**config.mk**
```make
export PLATFORM = sky130hd
export DESIGN_NAME = ssap_top
export DESIGN_NICKNAME = d
export VERILOG_FILES = /design/src/ssap_fifo.v /design/src/ssap_top.v
export VERILOG_INCLUDE_DIRS = /design/src /design/src/src
export SDC_FILE = /design/constraint.sdc
export NUM_CORES = 1
export LEC_CHECK = 0
export BUFFER_PORTS_ARGS = -buffer_cell sky130_fd_sc_hd__buf_4
export CAP_MARGIN = 20
export CORE_UTILIZATION = 54
export DETAILED_ROUTE_END_ITERATION = 10
export PLACE_DENSITY = 0.67
export SKIP_LAST_GASP = 1
export SLEW_MARGIN = 20
export SYNTH_ARGS = -nofsm -noshare
export SYNTH_HDL_FRONTEND = slang
export SYNTH_HIERARCHICAL = 1
export SYNTH_SLANG_ARGS = --single-unit
```
**constraint.sdc**
```tcl
create_clock -name clk_i -period 8.8 [get_ports clk_i]
set_input_delay 0.88 -clock clk_i [delete_from_list [all_inputs] [get_ports clk_i]]
set_output_delay 0.88 -clock clk_i [all_outputs]
set_load 0.01 [all_outputs]
```
**src/ssap_defines.vh**
```
`ifndef SSAP_DEFINES_VH
`define SSAP_DEFINES_VH

// Register byte addresses.
`define SSAP_ADDR_CLK 24'hFF4000
`define SSAP_ADDR_RXCTL 24'hFF4004
`define SSAP_ADDR_TXCTL 24'hFF4008
`define SSAP_ADDR_TXL 24'hFF400C
`define SSAP_ADDR_TXR 24'hFF4010
`define SSAP_ADDR_RXL 24'hFF4014
`define SSAP_ADDR_RXR 24'hFF4018
`define SSAP_ADDR_STAT 24'hFF401C

// Reset values.
`define SSAP_CLK_RST 32'h00070000
`define SSAP_CTL_RST 32'h0000001C

// Clock register fields.
`define SSAP_CLK_EN 0
`define SSAP_CLK_SEL 2:1
`define SSAP_CLK_MS 3
`define SSAP_CLK_DIV 15:8
`define SSAP_CLK_WORD_PHASE_LENGTH 20:16
`define SSAP_CLK_LOCKED 32'h001FFF06

// Receive and transmit control fields (shared layout; FENR, FENL and FILL are transmit only).
`define SSAP_CTL_MOD 1:0
`define SSAP_CTL_RES 6:2
`define SSAP_CTL_ER 7
`define SSAP_CTL_RI 8
`define SSAP_CTL_LI 9
`define SSAP_CTL_RD 10
`define SSAP_CTL_LD 11
`define SSAP_CTL_FENR 12
`define SSAP_CTL_FENL 13
`define SSAP_CTL_ALIGN 15:14
`define SSAP_CTL_THR 18:16
`define SSAP_CTL_FILL 22
`define SSAP_RXCTL_MASK 32'h0007CFFF
`define SSAP_TXCTL_MASK 32'h0047FFFF

// Status fields.
`define SSAP_ST_RXERR 0
`define SSAP_ST_TXERR 1

// Format codes.
`define SSAP_FMT_OFF 2'h0
`define SSAP_FMT_STD 2'h1
`define SSAP_FMT_LJ 2'h2
`define SSAP_FMT_RJ 2'h3

// Alignment codes.
`define SSAP_AL_HI24 2'h0
`define SSAP_AL_LO24 2'h1
`define SSAP_AL_16 2'h2
`define SSAP_AL_8 2'h3

// Clock source codes.
`define SSAP_SRC_BUS 2'h0
`define SSAP_SRC_AUX 2'h1

// Divider accumulator step in quarter source periods.
`define SSAP_DIV_STEP 9'h004

`define SSAP_FIFO_DEPTH 8

`endif

```
**src/ssap_fifo.v**
```verilog
`timescale 1ns/1ps
module ssap_fifo #(
  parameter W = 24,
  parameter AW = 3
) (
  input wire clk_i, // Clock.
  input wire rst_n_i, // Asynchronous reset, active low.
  input wire ce_i, // Clock enable.
  input wire push_i, // Write one word.
  input wire [W-1:0] wdata_i, // Word to write.
  input wire pop_i, // Drop the head word.
  output wire [W-1:0] head_o, // Head word.
  output wire full_o, // No free entry.
  output wire empty_o, // No stored entry.
  output wire [AW:0] count_o // Stored words.
);
  reg [W-1:0] mem [0:(1<<AW)-1];
  reg [AW:0] wp_q;
  reg [AW:0] rp_q;
  wire do_push = push_i & ~full_o;
  wire do_pop = pop_i & ~empty_o;

  assign count_o = wp_q - rp_q;
  assign full_o = (count_o == (1 << AW));
  assign empty_o = (wp_q == rp_q);
  assign head_o = mem[rp_q[AW-1:0]];

  always @(posedge clk_i) begin
    if (ce_i && do_push) begin
      mem[wp_q[AW-1:0]] <= wdata_i;
    end
  end

  always @(posedge clk_i or negedge rst_n_i) begin
    if (!rst_n_i) begin
      wp_q <= {(AW+1){1'b0}};
      rp_q <= {(AW+1){1'b0}};
    end else if (ce_i) begin
      if (do_push) begin
        wp_q <= wp_q + 1'b1;
      end
      if (do_pop) begin
        rp_q <= rp_q + 1'b1;
      end
    end
  end
endmodule // ssap_fifo

```
**src/ssap_top.v**
```verilog
`timescale 1ns/1ps
`include "ssap_defines.vh"
module ssap_top #(
  parameter AW = 3
) (
  input wire clk_i, // Bus clock, 40 MHz.
  input wire rst_n_i, // Asynchronous reset, active low.
  input wire ce_i, // Clock enable, freezes all state when low.
  input wire aux_tick_i, // Auxiliary clock source as a clock-enable pulse.
  input wire [23:0] addr_i, // Register byte address.
  input wire [31:0] wdata_i, // Write data.
  input wire wr_i, // Write strobe.
  input wire rd_i, // Read strobe.
  output reg [31:0] rdata_o, // Read data, valid the cycle after rd_i.
  input wire sck_i, // Bit clock from the pin.
  output reg sck_o, // Bit clock driven in master mode.
  output reg sck_oe_o, // Bit clock output enable.
  input wire ws_i, // Word select from the pin.
  output reg ws_o, // Word select driven in master mode.
  output reg ws_oe_o, // Word select output enable.
  input wire sdi_i, // Serial data in.
  output reg sdo_o, // Serial data out.
  output reg irq_o, // Combined interrupt request.
  output reg dma_rxl_o, // Receive left DMA request.
  output reg dma_rxr_o, // Receive right DMA request.
  output reg dma_txl_o, // Transmit left DMA request.
  output reg dma_txr_o // Transmit right DMA request.
);
  localparam DEPTH = `SSAP_FIFO_DEPTH;

  reg [31:0] clk_q;
  reg [31:0] rxc_q;
  reg [31:0] txc_q;
  reg rxerr_q;
  reg txerr_q;
  reg [8:0] acc_q;
  reg sck_q;
  reg ws_q;
  reg [4:0] wcnt_q;
  reg sck_prev_q;
  reg ws_last_q;
  reg [5:0] bit_q;
  reg [23:0] rx_sh_q;
  reg rx_left_q;
  reg rx_have_q;
  reg [23:0] tx_sh_q;
  reg [31:0] rdata_d;

  wire en = clk_q[`SSAP_CLK_EN];
  wire ms = clk_q[`SSAP_CLK_MS];
  wire [7:0] div = clk_q[`SSAP_CLK_DIV];
  wire [4:0] word_phase_length = clk_q[`SSAP_CLK_WORD_PHASE_LENGTH];
  wire [1:0] rx_fmt = rxc_q[`SSAP_CTL_MOD];
  wire [1:0] tx_fmt = txc_q[`SSAP_CTL_MOD];
  wire [4:0] rx_res = rxc_q[`SSAP_CTL_RES];
  wire [4:0] tx_res = txc_q[`SSAP_CTL_RES];
  wire fill = txc_q[`SSAP_CTL_FILL];
  wire run = ce_i & en;

  // FIFO ports.
  wire [23:0] rxl_head, rxr_head, txl_head, txr_head;
  wire rxl_full, rxr_full, txl_full, txr_full;
  wire rxl_empty, rxr_empty, txl_empty, txr_empty;
  wire [AW:0] rxl_cnt, rxr_cnt, txl_cnt, txr_cnt;

  // Register access decode.
  wire wr_clk = wr_i && (addr_i == `SSAP_ADDR_CLK);
  wire wr_rxc = wr_i && (addr_i == `SSAP_ADDR_RXCTL);
  wire wr_txc = wr_i && (addr_i == `SSAP_ADDR_TXCTL);
  wire wr_txl = wr_i && (addr_i == `SSAP_ADDR_TXL);
  wire wr_txr = wr_i && (addr_i == `SSAP_ADDR_TXR);
  wire wr_st = wr_i && (addr_i == `SSAP_ADDR_STAT);
  wire rd_rxl = rd_i && (addr_i == `SSAP_ADDR_RXL);
  wire rd_rxr = rd_i && (addr_i == `SSAP_ADDR_RXR);

  // Source tick selects the bus clock or the auxiliary clock.
  reg src_tick;
  always @* begin
    if (clk_q[`SSAP_CLK_SEL] == `SSAP_SRC_BUS) begin
      src_tick = 1'b1;
    end else if (clk_q[`SSAP_CLK_SEL] == `SSAP_SRC_AUX) begin
      src_tick = aux_tick_i;
    end else begin
      src_tick = 1'b0;
    end
  end

  // Bit clock divider. The accumulator counts quarter source periods so that a bit
  // clock half period of (div+1)/4 source periods comes out right on average; below
  // one source period per half it saturates at one toggle per tick.
  wire [8:0] acc_sum = acc_q + `SSAP_DIV_STEP;
  wire [8:0] div_p1 = {1'b0, div} + 9'h001;
  wire acc_hit = src_tick && (acc_sum >= div_p1);
  wire sck_fall_gen = acc_hit && sck_q;

  always @(posedge clk_i or negedge rst_n_i) begin
    if (!rst_n_i) begin
      acc_q <= 9'h000;
      sck_q <= 1'b0;
      ws_q <= 1'b0;
      wcnt_q <= 5'h00;
    end else if (run && ms) begin
      if (acc_hit) begin
        acc_q <= (acc_sum >= {div_p1[7:0], 1'b0}) ? 9'h000 : acc_sum - div_p1;
        sck_q <= ~sck_q;
      end else if (src_tick) begin
        acc_q <= acc_sum;
      end
      if (sck_fall_gen) begin
        if (wcnt_q == word_phase_length) begin
          wcnt_q <= 5'h00;
          ws_q <= ~ws_q;
        end else begin
          wcnt_q <= wcnt_q + 5'h01;
        end
      end
    end
  end

  // Effective link lines; the engine sees its own clock in master mode.
  wire sck_eff = ms ? sck_q : sck_i;
  wire ws_eff = ms ? ws_q : ws_i;
  wire sck_rise = run && sck_eff && !sck_prev_q;
  wire sck_fall = run && !sck_eff && sck_prev_q;
  wire word_start = sck_fall && (ws_eff != ws_last_q);
  wire [5:0] bit_now = word_start ? 6'h00 : bit_q;

  // First bit position of the data inside a word phase.
  function [5:0] first_bit;
    input [1:0] fmt;
    input [4:0] wl;
    input [4:0] rl;
    begin
      if (fmt == `SSAP_FMT_STD) begin
        first_bit = 6'h01;
      end else if (fmt == `SSAP_FMT_RJ && wl > rl) begin
        first_bit = {1'b0, wl - rl};
      end else begin
        first_bit = 6'h00;
      end
    end
  endfunction

  wire [5:0] rx_first = first_bit(rx_fmt, word_phase_length, rx_res);
  wire [5:0] tx_first = first_bit(tx_fmt, word_phase_length, tx_res);
  // Between falls bit_q already holds the index of the next bit period, so the
  // receiver works on the period now running, which is one less.
  wire [5:0] bit_cur = bit_q - 6'h01;
  wire [5:0] rx_j = bit_cur - rx_first;
  wire [5:0] tx_j = bit_now - tx_first;
  wire rx_in = (bit_q > rx_first) && (rx_j <= {1'b0, rx_res});
  wire tx_in = (bit_now >= tx_first) && (tx_j <= {1'b0, tx_res});

  // Channel of the word now starting.
  wire left_now = (tx_fmt == `SSAP_FMT_STD) ? !ws_eff : ws_eff;
  wire left_rx = (rx_fmt == `SSAP_FMT_STD) ? !ws_eff : ws_eff;

  // Receive push of the finished word happens when the next word begins.
  wire rx_push = word_start && rx_have_q && (rx_fmt != `SSAP_FMT_OFF);
  wire rx_full_sel = rx_left_q ? rxl_full : rxr_full;
  wire rx_ovr = rx_push && rx_full_sel;

  // Transmit pop at word start; each channel drains whenever its FIFO is enabled.
  wire txl_en = txc_q[`SSAP_CTL_FENL];
  wire txr_en = txc_q[`SSAP_CTL_FENR];
  wire tx_pop_l = word_start && left_now && txl_en;
  wire tx_pop_r = word_start && !left_now && txr_en;
  wire tx_empty_sel = left_now ? txl_empty : txr_empty;
  wire tx_unr = word_start && (tx_fmt != `SSAP_FMT_OFF) && tx_empty_sel;
  wire [23:0] tx_head = left_now ? txl_head : txr_head;
  wire [23:0] tx_word = word_start ? (tx_empty_sel ? 24'h000000 : tx_head) : tx_sh_q;

  // Write alignment: narrow formats get their low bits padded.
  reg [23:0] tx_aligned;
  always @* begin
    if (txc_q[`SSAP_CTL_ALIGN] == `SSAP_AL_HI24) begin
      tx_aligned = wdata_i[31:8];
    end else if (txc_q[`SSAP_CTL_ALIGN] == `SSAP_AL_LO24) begin
      tx_aligned = wdata_i[23:0];
    end else if (txc_q[`SSAP_CTL_ALIGN] == `SSAP_AL_16) begin
      tx_aligned = {wdata_i[15:0], {8{fill}}};
    end else begin
      tx_aligned = {wdata_i[7:0], {16{fill}}};
    end
  end

  // Read alignment: wider received data loses its low bits.
  function [31:0] rx_align;
    input [1:0] al;
    input [23:0] d;
    begin
      if (al == `SSAP_AL_HI24) begin
        rx_align = {d, 8'h00};
      end else if (al == `SSAP_AL_LO24) begin
        rx_align = {8'h00, d};
      end else if (al == `SSAP_AL_16) begin
        rx_align = {16'h0000, d[23:8]};
      end else begin
        rx_align = {24'h000000, d[23:16]};
      end
    end
  endfunction

  // Serial engine.
  always @(posedge clk_i or negedge rst_n_i) begin
    if (!rst_n_i) begin
      sck_prev_q <= 1'b0;
      ws_last_q <= 1'b0;
      bit_q <= 6'h00;
      rx_sh_q <= 24'h000000;
      rx_left_q <= 1'b0;
      rx_have_q <= 1'b0;
      tx_sh_q <= 24'h000000;
      sdo_o <= 1'b0;
    end else if (run) begin
      sck_prev_q <= sck_eff;
      if (sck_fall) begin
        ws_last_q <= ws_eff;
        bit_q <= (bit_now == 6'h3F) ? bit_now : bit_now + 6'h01;
        tx_sh_q <= tx_word;
        if (tx_fmt != `SSAP_FMT_OFF && tx_in) begin
          sdo_o <= tx_word[5'd23 - tx_j[4:0]];
        end else begin
          sdo_o <= 1'b0;
        end
      end
      if (word_start) begin
        rx_sh_q <= 24'h000000;
        rx_left_q <= left_rx;
        rx_have_q <= 1'b1;
      end else if (sck_rise && rx_in) begin
        rx_sh_q[5'd23 - rx_j[4:0]] <= sdi_i;
      end
    end
  end

  ssap_fifo #(.W(24), .AW(AW)) u_rxl (
    .clk_i(clk_i), .rst_n_i(rst_n_i), .ce_i(ce_i),
    .push_i(rx_push && rx_left_q), .wdata_i(rx_sh_q), .pop_i(rd_rxl),
    .head_o(rxl_head), .full_o(rxl_full), .empty_o(rxl_empty), .count_o(rxl_cnt)
  );
  ssap_fifo #(.W(24), .AW(AW)) u_rxr (
    .clk_i(clk_i), .rst_n_i(rst_n_i), .ce_i(ce_i),
    .push_i(rx_push && !rx_left_q), .wdata_i(rx_sh_q), .pop_i(rd_rxr),
    .head_o(rxr_head), .full_o(rxr_full), .empty_o(rxr_empty), .count_o(rxr_cnt)
  );
  ssap_fifo #(.W(24), .AW(AW)) u_txl (
    .clk_i(clk_i), .rst_n_i(rst_n_i), .ce_i(ce_i),
    .push_i(wr_txl && txl_en), .wdata_i(tx_aligned), .pop_i(tx_pop_l),
    .head_o(txl_head), .full_o(txl_full), .empty_o(txl_empty), .count_o(txl_cnt)
  );
  ssap_fifo #(.W(24), .AW(AW)) u_txr (
    .clk_i(clk_i), .rst_n_i(rst_n_i), .ce_i(ce_i),
    .push_i(wr_txr && txr_en), .wdata_i(tx_aligned), .pop_i(tx_pop_r),
    .head_o(txr_head), .full_o(txr_full), .empty_o(txr_empty), .count_o(txr_cnt)
  );

  // Threshold conditions: free receive words or stored transmit words at or below
  // the programmed level.
  wire [AW:0] rx_thr = {{(AW-2){1'b0}}, rxc_q[`SSAP_CTL_THR]};
  wire [AW:0] tx_thr = {{(AW-2){1'b0}}, txc_q[`SSAP_CTL_THR]};
  wire [AW:0] full_cnt = DEPTH[AW:0];
  wire c_rxl = (full_cnt - rxl_cnt) <= rx_thr;
  wire c_rxr = (full_cnt - rxr_cnt) <= rx_thr;
  wire c_txl = txl_cnt <= tx_thr;
  wire c_txr = txr_cnt <= tx_thr;
  wire d_rxl = c_rxl && rxc_q[`SSAP_CTL_LD];
  wire d_rxr = c_rxr && rxc_q[`SSAP_CTL_RD];
  wire d_txl = c_txl && txc_q[`SSAP_CTL_LD];
  wire d_txr = c_txr && txc_q[`SSAP_CTL_RD];
  wire i_rxl = c_rxl && rxc_q[`SSAP_CTL_LI] && !rxc_q[`SSAP_CTL_LD];
  wire i_rxr = c_rxr && rxc_q[`SSAP_CTL_RI] && !rxc_q[`SSAP_CTL_RD];
  wire i_txl = c_txl && txc_q[`SSAP_CTL_LI] && !txc_q[`SSAP_CTL_LD];
  wire i_txr = c_txr && txc_q[`SSAP_CTL_RI] && !txc_q[`SSAP_CTL_RD];
  wire irq_d = i_rxl | i_rxr | i_txl | i_txr
    | (rxerr_q && rxc_q[`SSAP_CTL_ER])
    | (txerr_q && txc_q[`SSAP_CTL_ER]);

  wire [31:0] stat = {8'h00, txr_cnt, txl_cnt, rxr_cnt, rxl_cnt, 2'b00,
    i_txr, i_txl, i_rxr, i_rxl, txerr_q, rxerr_q};

  // Registers and read data.
  always @* begin
    rdata_d = 32'h00000000;
    if (addr_i == `SSAP_ADDR_CLK) begin
      rdata_d = clk_q;
    end else if (addr_i == `SSAP_ADDR_RXCTL) begin
      rdata_d = rxc_q;
    end else if (addr_i == `SSAP_ADDR_TXCTL) begin
      rdata_d = txc_q;
    end else if (addr_i == `SSAP_ADDR_RXL) begin
      rdata_d = rxl_empty ? 32'h00000000 : rx_align(rxc_q[`SSAP_CTL_ALIGN], rxl_head);
    end else if (addr_i == `SSAP_ADDR_RXR) begin
      rdata_d = rxr_empty ? 32'h00000000 : rx_align(rxc_q[`SSAP_CTL_ALIGN], rxr_head);
    end else if (addr_i == `SSAP_ADDR_STAT) begin
      rdata_d = stat;
    end
  end

  always @(posedge clk_i or negedge rst_n_i) begin
    if (!rst_n_i) begin
      clk_q <= `SSAP_CLK_RST;
      rxc_q <= `SSAP_CTL_RST;
      txc_q <= `SSAP_CTL_RST;
      rxerr_q <= 1'b0;
      txerr_q <= 1'b0;
      rdata_o <= 32'h00000000;
      sck_o <= 1'b0;
      sck_oe_o <= 1'b0;
      ws_o <= 1'b0;
      ws_oe_o <= 1'b0;
      irq_o <= 1'b0;
      dma_rxl_o <= 1'b0;
      dma_rxr_o <= 1'b0;
      dma_txl_o <= 1'b0;
      dma_txr_o <= 1'b0;
    end else if (ce_i) begin
      if (wr_clk) begin
        if (ms) begin
          clk_q <= (clk_q & `SSAP_CLK_LOCKED) | (wdata_i & ~`SSAP_CLK_LOCKED & 32'h00000009);
        end else begin
          clk_q <= wdata_i & 32'h001FFF0F;
        end
      end
      if (wr_rxc) begin
        rxc_q <= wdata_i & `SSAP_RXCTL_MASK;
      end
      if (wr_txc) begin
        txc_q <= wdata_i & `SSAP_TXCTL_MASK;
      end
      // A new error in the cycle of a clear keeps the flag set.
      if (rx_ovr && run) begin
        rxerr_q <= 1'b1;
      end else if (wr_st && wdata_i[`SSAP_ST_RXERR]) begin
        rxerr_q <= 1'b0;
      end
      if (tx_unr && run) begin
        txerr_q <= 1'b1;
      end else if (wr_st && wdata_i[`SSAP_ST_TXERR]) begin
        txerr_q <= 1'b0;
      end
      if (rd_i) begin
        rdata_o <= rdata_d;
      end
      sck_o <= sck_q;
      ws_o <= ws_q;
      sck_oe_o <= ms && en;
      ws_oe_o <= ms && en;
      irq_o <= irq_d;
      dma_rxl_o <= d_rxl;
      dma_rxr_o <= d_rxr;
      dma_txl_o <= d_txl;
      dma_txr_o <= d_txr;
    end
  end
endmodule // ssap_top

```
# Word level (Yosys, flattened, before mapping)
# Memory sizes are Yosys's and may differ from the RTL's.
# Index checks and enable logic that the tools add are counted.
[totals]
out_inout_bits = 42
mem_bits_rw = 768
latchBits = 0
inputBits = 65
mem_bits_ro = 0
ff_bits = 218
mem_count = 4
[memory_table]
columns = ["memory", "depth", "word_bits", "read_ports", "rd_clocked_by_memory_dff", "wr", "line_no", "rtl"]
rows = [
  ["u_rxl.mem", 8, 24, 1, 0, 1, "ssap_fifo.v:17", "reg [W-1:0] mem [0:(1<<AW)-1];"],
  ["u_rxr.mem", 8, 24, 1, 0, 1, "ssap_fifo.v:17", ""],
  ["u_txl.mem", 8, 24, 1, 0, 1, "ssap_fifo.v:17", ""],
  ["u_txr.mem", 8, 24, 1, 0, 1, "ssap_fifo.v:17", ""],
]
[classes]
n_shift = 0
bitwise_logic = 25
reduce_logical = 98
n_eq_ne = 28
n_lt_le_gt_ge = 15
multipliers = 0
div = 0
mux = 59
addsub = 26
[op_table]
columns = ["operator", "count"]
rows = [
  ["32-bit 2-to-1 mux", 9],
  ["24-bit 2-to-1 mux", 11],
  ["24-bit equality test (second input constant)", 8],
  ["1-bit logical AND", 59],
  ["2-bit AND reduction", 20],
  ["4-bit by 1-bit adder with 4-bit output (second input constant)", 8],
  ["16-bit 2-to-1 mux", 2],
  ["9-bit 2-to-1 mux", 3],
  ["5-bit 2-to-1 mux", 5],
  ["24-bit bitwise mux", 1],
  ["1-bit 2-to-1 mux", 23],
  ["21-bit 2-to-1 mux", 1],
  ["21-bit by 4-bit bitwise OR with 21-bit output", 1],
  ["9-bit greater-or-equal comparator", 2],
  ["4-bit equality test", 4],
  ["4-bit equality test (second input constant)", 4],
  ["4-bit by 3-bit less-or-equal comparator with 1-bit output", 4],
  ["4-bit subtractor", 4],
  ["6-bit by 5-bit less-or-equal comparator with 1-bit output", 2],
  ["5-bit by 6-bit < comparator with 1-bit output (second input constant)", 2],
  ["6-bit 2-to-1 mux", 2],
  ["2-bit nonzero test", 6],
  ["6-bit subtractor", 2],
  ["2-bit by 1-bit equality test with 1-bit output (second input constant)", 5],
  ["other kinds (25)", 63],
]

# Logic depth before layout (Yosys ltp)
# Gate-level depths: netlist (run 1).
[depth]
ltp_word = 13
mapped_depth = 25
mapped_depth_nobuf = 24

# By module
# The synthesis (run 1) kept the hierarchy.
[by_module_without_submodules]
columns = ["mod", "cells_per_inst", "instances", "area_per_inst_um2"]
rows = [
  ["ssap_fifo (u_rxl ...)", 394, 2, 7837.5],
  ["ssap_top", 1280, 1, 12159.2],
  ["ssap_fifo (u_txr)", 393, 1, 7833.8],
  ["ssap_fifo (u_rxr)", 393, 1, 7793.7],
]

# Least setup slack after synthesis (run 1)
# OpenSTA, ideal clock, no wires.
[synth_timing]
path_kind = "input to register"
startpoint = "input port ws_i"
endpoint = "memory u_rxr.mem[3][0] (enable)"
setup_slack_ns = 3.418
path_stages = 9
arrival_time_ns = 4.908
cell_sequence = "mux2i_4 > xor2_1 > nor2_1 > clkbuf_1 > o211ai_1 > nor2_1 > and2_0 > nand2_1 > nor4b_1"
[synth_via]
elab_chain_cells = 10
[synth_lines]
columns = ["item", "line_no", "rtl"]
rows = [
  ["from (decl)", "ssap_top.v:18", "input wire ws_i,"],
  ["1-bit 2-to-1 mux", "ssap_top.v:122", "wire ws_eff = ms ? ws_q : ws_i;"],
  ["1-bit inequality test", "ssap_top.v:125", "wire word_start = sck_fall && (ws_eff != ws_last_q);"],
  ["1-bit logical AND", "ssap_top.v:125", ""],
  ["1-bit logical AND (2 in a row)", "ssap_top.v:159", "wire rx_push = word_start && rx_have_q && (rx_fmt != `SSAP_FMT_OFF);"],
  ["1-bit logical AND", "ssap_top.v:244", ".push_i(rx_push && !rx_left_q), .wdata_i(rx_sh_q), .pop_i(rd_rxr),"],
  ["1-bit AND", "ssap_fifo.v:20", "wire do_push = push_i & ~full_o;"],
  ["1-bit logical AND", "ssap_fifo.v:29", "if (ce_i && do_push) begin"],
  ["1-bit 2-to-1 mux", "ssap_fifo.v:29", ""],
  ["1-bit 2-to-1 mux (implied by the code)", "ssap_fifo.v:30", "mem[wp_q[AW-1:0]] <= wdata_i;"],
  ["to (decl)", "ssap_fifo.v:17", ""],
]
# No other way between the ends.

# Worst setup path after layout (run 1)
[layout_timing]
startpoint = "register rxc_q[3]"
endpoint = "register rx_sh_q[21]"
[layout_via]
elab_chain_cells = 13
word_cells_on_any_way = 21
[layout_lines]
columns = ["item", "line_no", "rtl"]
rows = [
  ["from (decl)", "ssap_top.v:32", "reg [31:0] rxc_q;"],
  ["from (signal assigned)", "ssap_top.v:303", "rxc_q <= `SSAP_CTL_RST;"],
  ["from (signal assigned)", "ssap_top.v:326", "rxc_q <= wdata_i & `SSAP_RXCTL_MASK;"],
  ["5-bit > comparator", "ssap_top.v:136", "end else if (fmt == `SSAP_FMT_RJ && wl > rl) begin"],
  ["1-bit logical AND", "ssap_top.v:136", ""],
  ["5-bit 2-to-1 mux", "ssap_top.v:136", ""],
  ["5-bit 2-to-1 mux", "ssap_top.v:134", "if (fmt == `SSAP_FMT_STD) begin"],
  ["6-bit subtractor", "ssap_top.v:149", "wire [5:0] rx_j = bit_cur - rx_first;"],
  ["5-bit subtractor", "ssap_top.v:232", "rx_sh_q[5'd23 - rx_j[4:0]] <= sdi_i;"],
  ["5-bit by 6-bit < comparator with 1-bit output (implied by the code) / 5-bit by 1-bit greater-or-equal comparator with 1-bit output (equally long branches)", "ssap_top.v:232", ""],
  ["1-bit logical AND (implied by the code)", "ssap_top.v:232", ""],
  ["1-bit 2-to-1 mux (implied by the code)", "ssap_top.v:232", ""],
  ["1-bit demux with 5-bit select", "ssap_top.v:232", ""],
  ["24-bit bitwise mux", "ssap_top.v:232", ""],
  ["24-bit 2-to-1 mux", "ssap_top.v:231", "end else if (sck_rise && rx_in) begin"],
  ["24-bit 2-to-1 mux", "ssap_top.v:227", "if (word_start) begin"],
  ["to (signal, indexed assignment)", "ssap_top.v:232", ""],
  ["to (decl)", "ssap_top.v:43", "reg [23:0] rx_sh_q;"],
]
# Several ways; a longest one is shown, not always the timed one. The select of a mux whose other input is x is not followed.
# A chain may end at the register's enable or synchronous reset.

==> key figures, run 1 <==
Job
  • Max_cap viols: 0

Clock tree
  • CTS tree: yes
  • Clock buffer count from CTS: 98
  • Post-CTS Hold Fix Bufs: 0
  • Clk_lat worst skew: 0.69 ns
  • PostCTS Resize Cnt: 0
  • Worst-case clock buffer depth: 3
  • Sink Count: 971
  • Root Buffer: clkbuf_16
  • Post-CTS setup buffers: 0
  • CTS H-tree lvls: 3
  • Clk pin slew, worst setup/hold paths: 0.06 ns

Power
  • Pleak: 19.0 nW
  • Pwr dens: 190 nW/um2
  • IR drop worst, VDD: 0.154 mV
  • Tot Pwr: 0.00924 W

Finish
  • P&R area growth vs syn: 12.1%
  • Antenna diode count: 0
  • Nets: 3136
  • Share of cells above drive strength 1: 21.1%

Setup path
  • CP Max Fanout: 24
  • CP Capture Type: register
  • Required @ worst endpoint: 9.29 ns
  • Setup crit start kind: register
  • Crit Path Class: register to register
  • CP arrival: 5.61 ns

Drt
  • WL final: 116000 um
  • ANT nets after route: 0
  • DR iter-0 viols: 2878
  • Vias after detailed routing: 26300
  • DRC errors left: 0
  • DR vias/cell: 6.39
  • 1st-pass router iterations: 5
  • Wire per inst: 28.4 um

Synth
  • Syn avg cell area: 15.2 um2
  • Warnings, synthesis: 6
  • Syn Inst Count: 2852
  • Synthesized cell area: 43400 um2
  • Post-Syn Nets: 3013

STA
  • Final worst setup slack: 3.68 ns
  • Fin. max-slew vios: 0
  • RSZ-0062 raised after global routing: false
  • Worst rel slew slack: 27.0%
  • Final hold viol count: 0
  • Setup TNS: 0 ns
  • Setup Skew: 0.0513 ns
  • Final setup viols: 0
  • Worst-Margin Slew: 1.09 ns
  • Final period util: 58.2%
  • Fmax: 0.195 GHz
  • Minimum clock period: 5.12 ns

Die
  • FP Rows: 103
  • Core area: 79300 um2
  • Io pins: 107
  • Die height: 286 um
  • Initial Utilization: 54.8%
  • Die Wd: 286 um
  • Die ar.: 81600 um2

Place
  • RD Place Congestion: 0.948
  • Buffers on Ports: 106
  • Post-Place Setup Slack: 3.58 ns
  • HPWL after DPL: 74800 um

Global route
  • First-pass GRT wire length: 173000 um
  • Initial antenna violation count: 3
  • GRT Total Usage: 29.1%
  • Vias in the first global route: 26200
  • Total gr overflow: 0
  • Largest net degree at the start of global routing: 76

Min path
  • Worst hold-check path type: input pin to asynchronous set/reset pin

Outcome
  • Outcome: complete, no violations
-- path summary, 6_finish.rpt --
path | to | slack, ns | startpoint | cells past startpoint
min | txc_q[15]$_DFFE_PN0P_ | 0.16 | rst_n_i | 1
min reg2reg | rx_have_q$_DFFE_PN0P_ | 0.48 | rx_have_q$_DFFE_PN0P_ | 1
min in group clk_i | rx_have_q$_DFFE_PN0P_ | 0.48 | rx_have_q$_DFFE_PN0P_ | 1
max | rx_sh_q[21]$_DFFE_PN0P_ | 3.68 | rxc_q[3]$_DFFE_PN1P_ | 23
max in group asynchronous | u_rxr/rp_q[0]$_DFFE_PN0P_ | 7.06 | rst_n_i | 2
max reg2reg | rx_sh_q[21]$_DFFE_PN0P_ | 3.68 | rxc_q[3]$_DFFE_PN1P_ | 23
-- sequential cells by signal, summed over array words and instances, names as in the netlist, 4 cells and up --
signal,count
u_rxr/rp_q,4
u_rxl/mem,192
u_txr/mem,192
u_rxr/wp_q,4
clk_q,17
u_rxr/mem,192
u_txl/mem,192
u_txr/wp_q,4
txc_q,20
tx_sh_q,24
acc_q,9
u_txl/wp_q,4
u_txr/rp_q,4
u_rxl/rp_q,4
u_txl/rp_q,4
u_rxl/wp_q,4
rdata_o,32
bit_q,6
rx_sh_q,24
wcnt_q,5
rxc_q,17
-- metrics by stage --
stage | cells | cell area (um2) | utilization (%) | hold slack, ns
2_1_floorplan | 2852 | 43400 | - | 0.435
3_3_place_gp | 3923 | 45500 | 57.4 | 0.449
3_5_place_dp | 3925 | 45500 | 57.4 | 0.460
4_1_cts | 4107 | 48700 | 61.5 | 0.174
5_1_grt | 4107 | 48700 | 61.5 | 0.197
6_report | 4107 | 48700 | 61.5 | 0.160
-- area by class of cell --
cell class                 instances  area, um2
inverter                          93        349
fill                            5826      30500
sequential                       971      28200
clock inverter                    54        593
clock buffer                     128       2650
tap                             1050       1310
multi-input combinational       1643      14400
timing repair buffer             168       1270
-- power breakdown --
| group | total [W] | switching [W] | internal (W) |
|---|---|---|---|
| sequential | 0.00493 | 0.00000248 | 0.00493 |
| combinational | 0.000143 | 0.000104 | 0.0000385 |
| clock | 0.00417 | 0.00177 | 0.00240 |
-- layout by cell type, fill, tap and decap left out, types with 10 or more instances in the layout --
cell,count
dfrtp_1,185
nor3_1,33
nor2_1,69
mux2_1,10
a221oi_1,13
and4_1,15
a21oi_1,68
nor2b_1,25
a21o_1,22
ha_1,87
buf_4,166
nand2_1,433
o21ai_1,21
o21ai_0,86
edfxtp_1,768
mux2i_1,76
clkbuf_1,24
clkbuf_16,100
clkinv_2,16
mux4_2,212
o2bb2ai_1,27
and3_1,21
xor2_1,34
nand4_1,17
a211oi_1,15
mux2_2,61
inv_1,87
and4b_1,11
a22oi_1,19
nand3_1,35
nand2b_1,10
xnor2_1,41
o211ai_1,20
clkinv_1,15
-- per-layer routing --
layer | vias to the layer above | wire (um) | GRT usage, %
met5 | - | 0 | 0
met4 | 0 | 3980 | 10.3
met1 | 13500 | 49100 | 42.5
li1 | 11200 | - | -
met3 | 221 | 10900 | 5.97
met2 | 1311 | 52500 | 43.7
-- critical path, cell delays in order, from the launching register on --
cell,delay (ns)
dfstp_2,0.55
inv_1,0.09
ha_1,0.31
a21o_1,0.11
a21o_1,0.16
a21o_1,0.13
a21oi_1,0.07
a311oi_1,0.47
inv_1,0.11
o21a_1,0.19
ha_1,0.19
inv_1,0.08
fa_1,0.56
inv_1,0.14
ha_1,0.25
nor2b_1,0.13
o21a_1,0.16
o21a_1,0.16
o21ai_1,0.12
nand2b_1,0.09
a221oi_2,0.23
buf_4,0.30
o211ai_1,0.15
mux2i_1,0.18
(Power assumes the default switching activity.)
==> run 2: changes to the inputs <==
clock period = 5.2 ns   (was 8.8 ns; I/O delays follow)
==> key figures, run 2 (same netlist as run 1, synthesis figures left out) <==
Outcome
  • Outcome: complete, no violations

Finish
  • Most common cell after layout, fill and taps aside: edfxtp_1
  • # fillers: 5785 (-0.70%)
  • Most frequent cells in the layout: 768 x edfxtp_1, 433 x nand2_1, 212 x mux4_2, 185 x dfrtp_1, 177 x buf_4
  • Share of cells above drive strength 1: 21.6% (+0.54 points)
  • Nets: 3153 (+0.54%)
  • P&R area growth vs syn: 12.8%

Clock tree
  • CTS tree: yes
  • Post-CTS setup buffers: 0 (unchanged)
  • Worst-case clock buffer depth: 3 (unchanged)
  • Clock buffer count from CTS: 98 (unchanged)
  • PostCTS Resize Cnt: 0 (unchanged)
  • CTS H-tree lvls: 3 (unchanged)
  • Sink Count: 971 (unchanged)
  • Root Buffer: clkbuf_16
  • Clk pin slew, worst setup/hold paths: 0.07 ns (about the same)
  • Clk_lat worst skew: 0.68 ns (about the same)
  • Post-CTS Hold Fix Bufs: 1 (+1)

Drt
  • 1st-pass router iterations: 5 (unchanged)
  • ANT nets after route: 0 (unchanged)
  • WL final: 118000 um (+1.0%)
  • DR vias/cell: 6.36 (-0.48%)
  • Vias after detailed routing: 26300 (+0.12%)
  • Wire per inst: 28.5 um (+0.43%)
  • DRC errors left: 0 (unchanged)
  • DR iter-0 viols: 2808 (-2.4%)

Setup path
  • Setup crit start kind: register
  • Required @ worst endpoint: 5.70 ns (-3.59 ns)
  • R2r endpoint: rx_sh_q[20]$_DFFE_PN0P_
  • RR Startpoint: rxc_q[3]$_DFFE_PN1P_
  • Biggest cell delay along the critical path: 0.54 ns (-0.02 ns)
  • FF-to-FF path depth: 23 (unchanged)
  • CP dominant cell by count: inv_1
  • CP Max Fanout: 24 (unchanged)
  • R2R setup slack: 0.38 ns (-3.30 ns)
  • CP Cell Sequence: inv_1, ha_1, a21o_1, a21o_1, a21o_1, a21oi_1, a311oi_1, inv_1, o21a_1, ha_1, inv_1, fa_1, xor2_1, inv_1, ha_1, o21a_1, o21a_1, o21ai_1, nand2b_1, a221oi_2, buf_12, o211ai_1, mux2i_1
  • CP Capture Type: register
  • Crit Path Class: register to register
  • CP arrival: 5.32 ns (-0.29 ns)
  • Slowest-stage cell, CP: dfstp_2

Place
  • RD Place Congestion: 0.955 (+0.83%)
  • Buffers on Ports: 106 (unchanged)
  • HPWL after DPL: 76800 um (+2.7%)
  • Post-Place Setup Slack: 0.406 ns (-3.17 ns)

STA
  • Worst rel slew slack: 25.6% (-1.4 points)
  • Final period util: 92.8% (+35 points)
  • Final hold viol count: 0 (unchanged)
  • Final worst setup slack: 0.377 ns (-3.30 ns)
  • Setup TNS: 0 ns (unchanged)
  • Final setup viols: 0 (unchanged)
  • Minimum clock period: 4.82 ns (-0.297 ns)
  • Fin. max-slew vios: 0 (unchanged)
  • Setup Skew: 0.0403 ns (-0.0110 ns)
  • Fmax: 0.207 GHz (+6.2%)
  • RSZ-0062 raised after global routing: false
  • Worst-Margin Slew: 1.12 ns (+0.0256 ns)

Min path
  • Hold Startpoint: wdata_i[4]
  • Hold EP: txc_q[4]$_DFFE_PN1P_
  • WHS Path Cells: 3
  • Worst hold-check path type: input pin to register

Global route
  • Total gr overflow: 0 (unchanged)
  • Met2 Use GR: 44.5% (+0.81 points)
  • Largest net degree at the start of global routing: 75 (-1.3%)
  • Vias in the first global route: 26000 (-0.97%)
  • First-pass GRT wire length: 173000 um (about the same)
  • Busiest grt layer: met2
  • M1 GR Usage: 42.9% (+0.33 points)
  • Met3 GRT Util: 4.98% (-1.0 points)
  • GRT Total Usage: 29.2% (+0.066 points)
  • Initial antenna violation count: 8 (+5)

Power
  • Pwr dens: 321 nW/um2 (+69%)
  • IR drop worst, VDD: 0.281 mV (+82%)
  • Tot Pwr: 0.0157 W (+70%)
  • Pleak: 19.1 nW (+0.59%)

Die
  • Io pins: 107 (unchanged)
  • Initial Utilization: 54.8% (unchanged)
  • Die ar.: 81600 um2 (unchanged)
  • Core area: 79300 um2 (unchanged)
  • Die height: 286 um (unchanged)
  • FP Rows: 103 (unchanged)
  • Die Wd: 286 um (unchanged)

Job
  • Max_cap viols: 0 (unchanged)
==> run 2: changes by cell type in the layout (fill, tap and decap cells not counted), moves of 2 or more <==
cell        previous run  this run
buf_4                166       177
clkbuf_8               4        10
diode_2                0         4
buf_12                 0         6
clkinvlp_2             2         0
clkinv_2              16        13
clkinvlp_4             4         7
clkbuf_1              24        26
==> run 2: worst max-delay path by stage <==
stage               slack, ns  cells after the start            startpoint                         to
CTS                      0.39                     23  rxc_q[3]$_DFFE_PN1P_    rx_sh_q[14]$_DFFE_PN0P_
global placement         0.44                     23  rxc_q[3]$_DFFE_PN1P_     rx_sh_q[2]$_DFFE_PN0P_
finish                   0.38                     23  rxc_q[3]$_DFFE_PN1P_    rx_sh_q[20]$_DFFE_PN0P_
global route             0.06                     23  rxc_q[3]$_DFFE_PN1P_    rx_sh_q[10]$_DFFE_PN0P_
floorplan                0.18                      9                  ws_i  u_rxr/mem[3][0]$_DFFE_PP_
detailed placement       0.41                     23  rxc_q[3]$_DFFE_PN1P_    rx_sh_q[14]$_DFFE_PN0P_
==> run 2: layer usage <==
layer | up-vias | wire length, um
met1 | 13500 | 49200
met4 | 2 | 4160
met2 | 1313 | 53600
met5 | - | 13
met3 | 222 | 10700
li1 | 11200 | -
==> run 2: worst max-delay path, delay by kind of cell, from the launching register on <==
kind	cells	cell delay, ns
muxes	1	0.18
and+or+nand+nor	1	0.09
adders and majority gates	4	1.22
buffers and inverters	5	0.60
DFF	1	0.54
xor gates and xnor gates	1	0.31
AOI/OAI and AO/OA	11	1.74
==> run 2: power breakdown <==
part           switching (W)  internal [W]  total (W)
logic               0.000175     0.0000662   0.000241
clock network        0.00302       0.00411    0.00713
registers         0.00000420       0.00834    0.00834
total                0.00320        0.0125     0.0157
==> run 2: area by class of cell <==
| cell class | count | area (um2) | share of cell area, % |
|---|---|---|---|
| clock buffer | 136 | 2740 | 5.59 |
| sequential | 971 | 28200 | 57.5 |
| antenna | 4 | 10.0 | 0.0204 |
| clock inverter | 50 | 554 | 1.13 |
| tap | 1050 | 1310 | 2.68 |
| timing repair buffer | 185 | 1470 | 3.01 |
| multi-input combinational | 1643 | 14400 | 29.4 |
| inverter | 93 | 349 | 0.712 |
==> run 2: stage by stage <==
step / util (%) / cell area, um2 / std cells / hold slack [ns]
2_1_floorplan: - / 43400 / 2852 / 0.224
3_3_place_gp: 57.6 / 45700 / 3941 / 0.458
3_5_place_dp: 57.6 / 45700 / 3941 / 0.464
4_1_cts: 61.8 / 49000 / 4128 / 0.100
5_1_grt: 61.8 / 49000 / 4128 / 0.112
6_report: 61.8 / 49000 / 4132 / 0.129
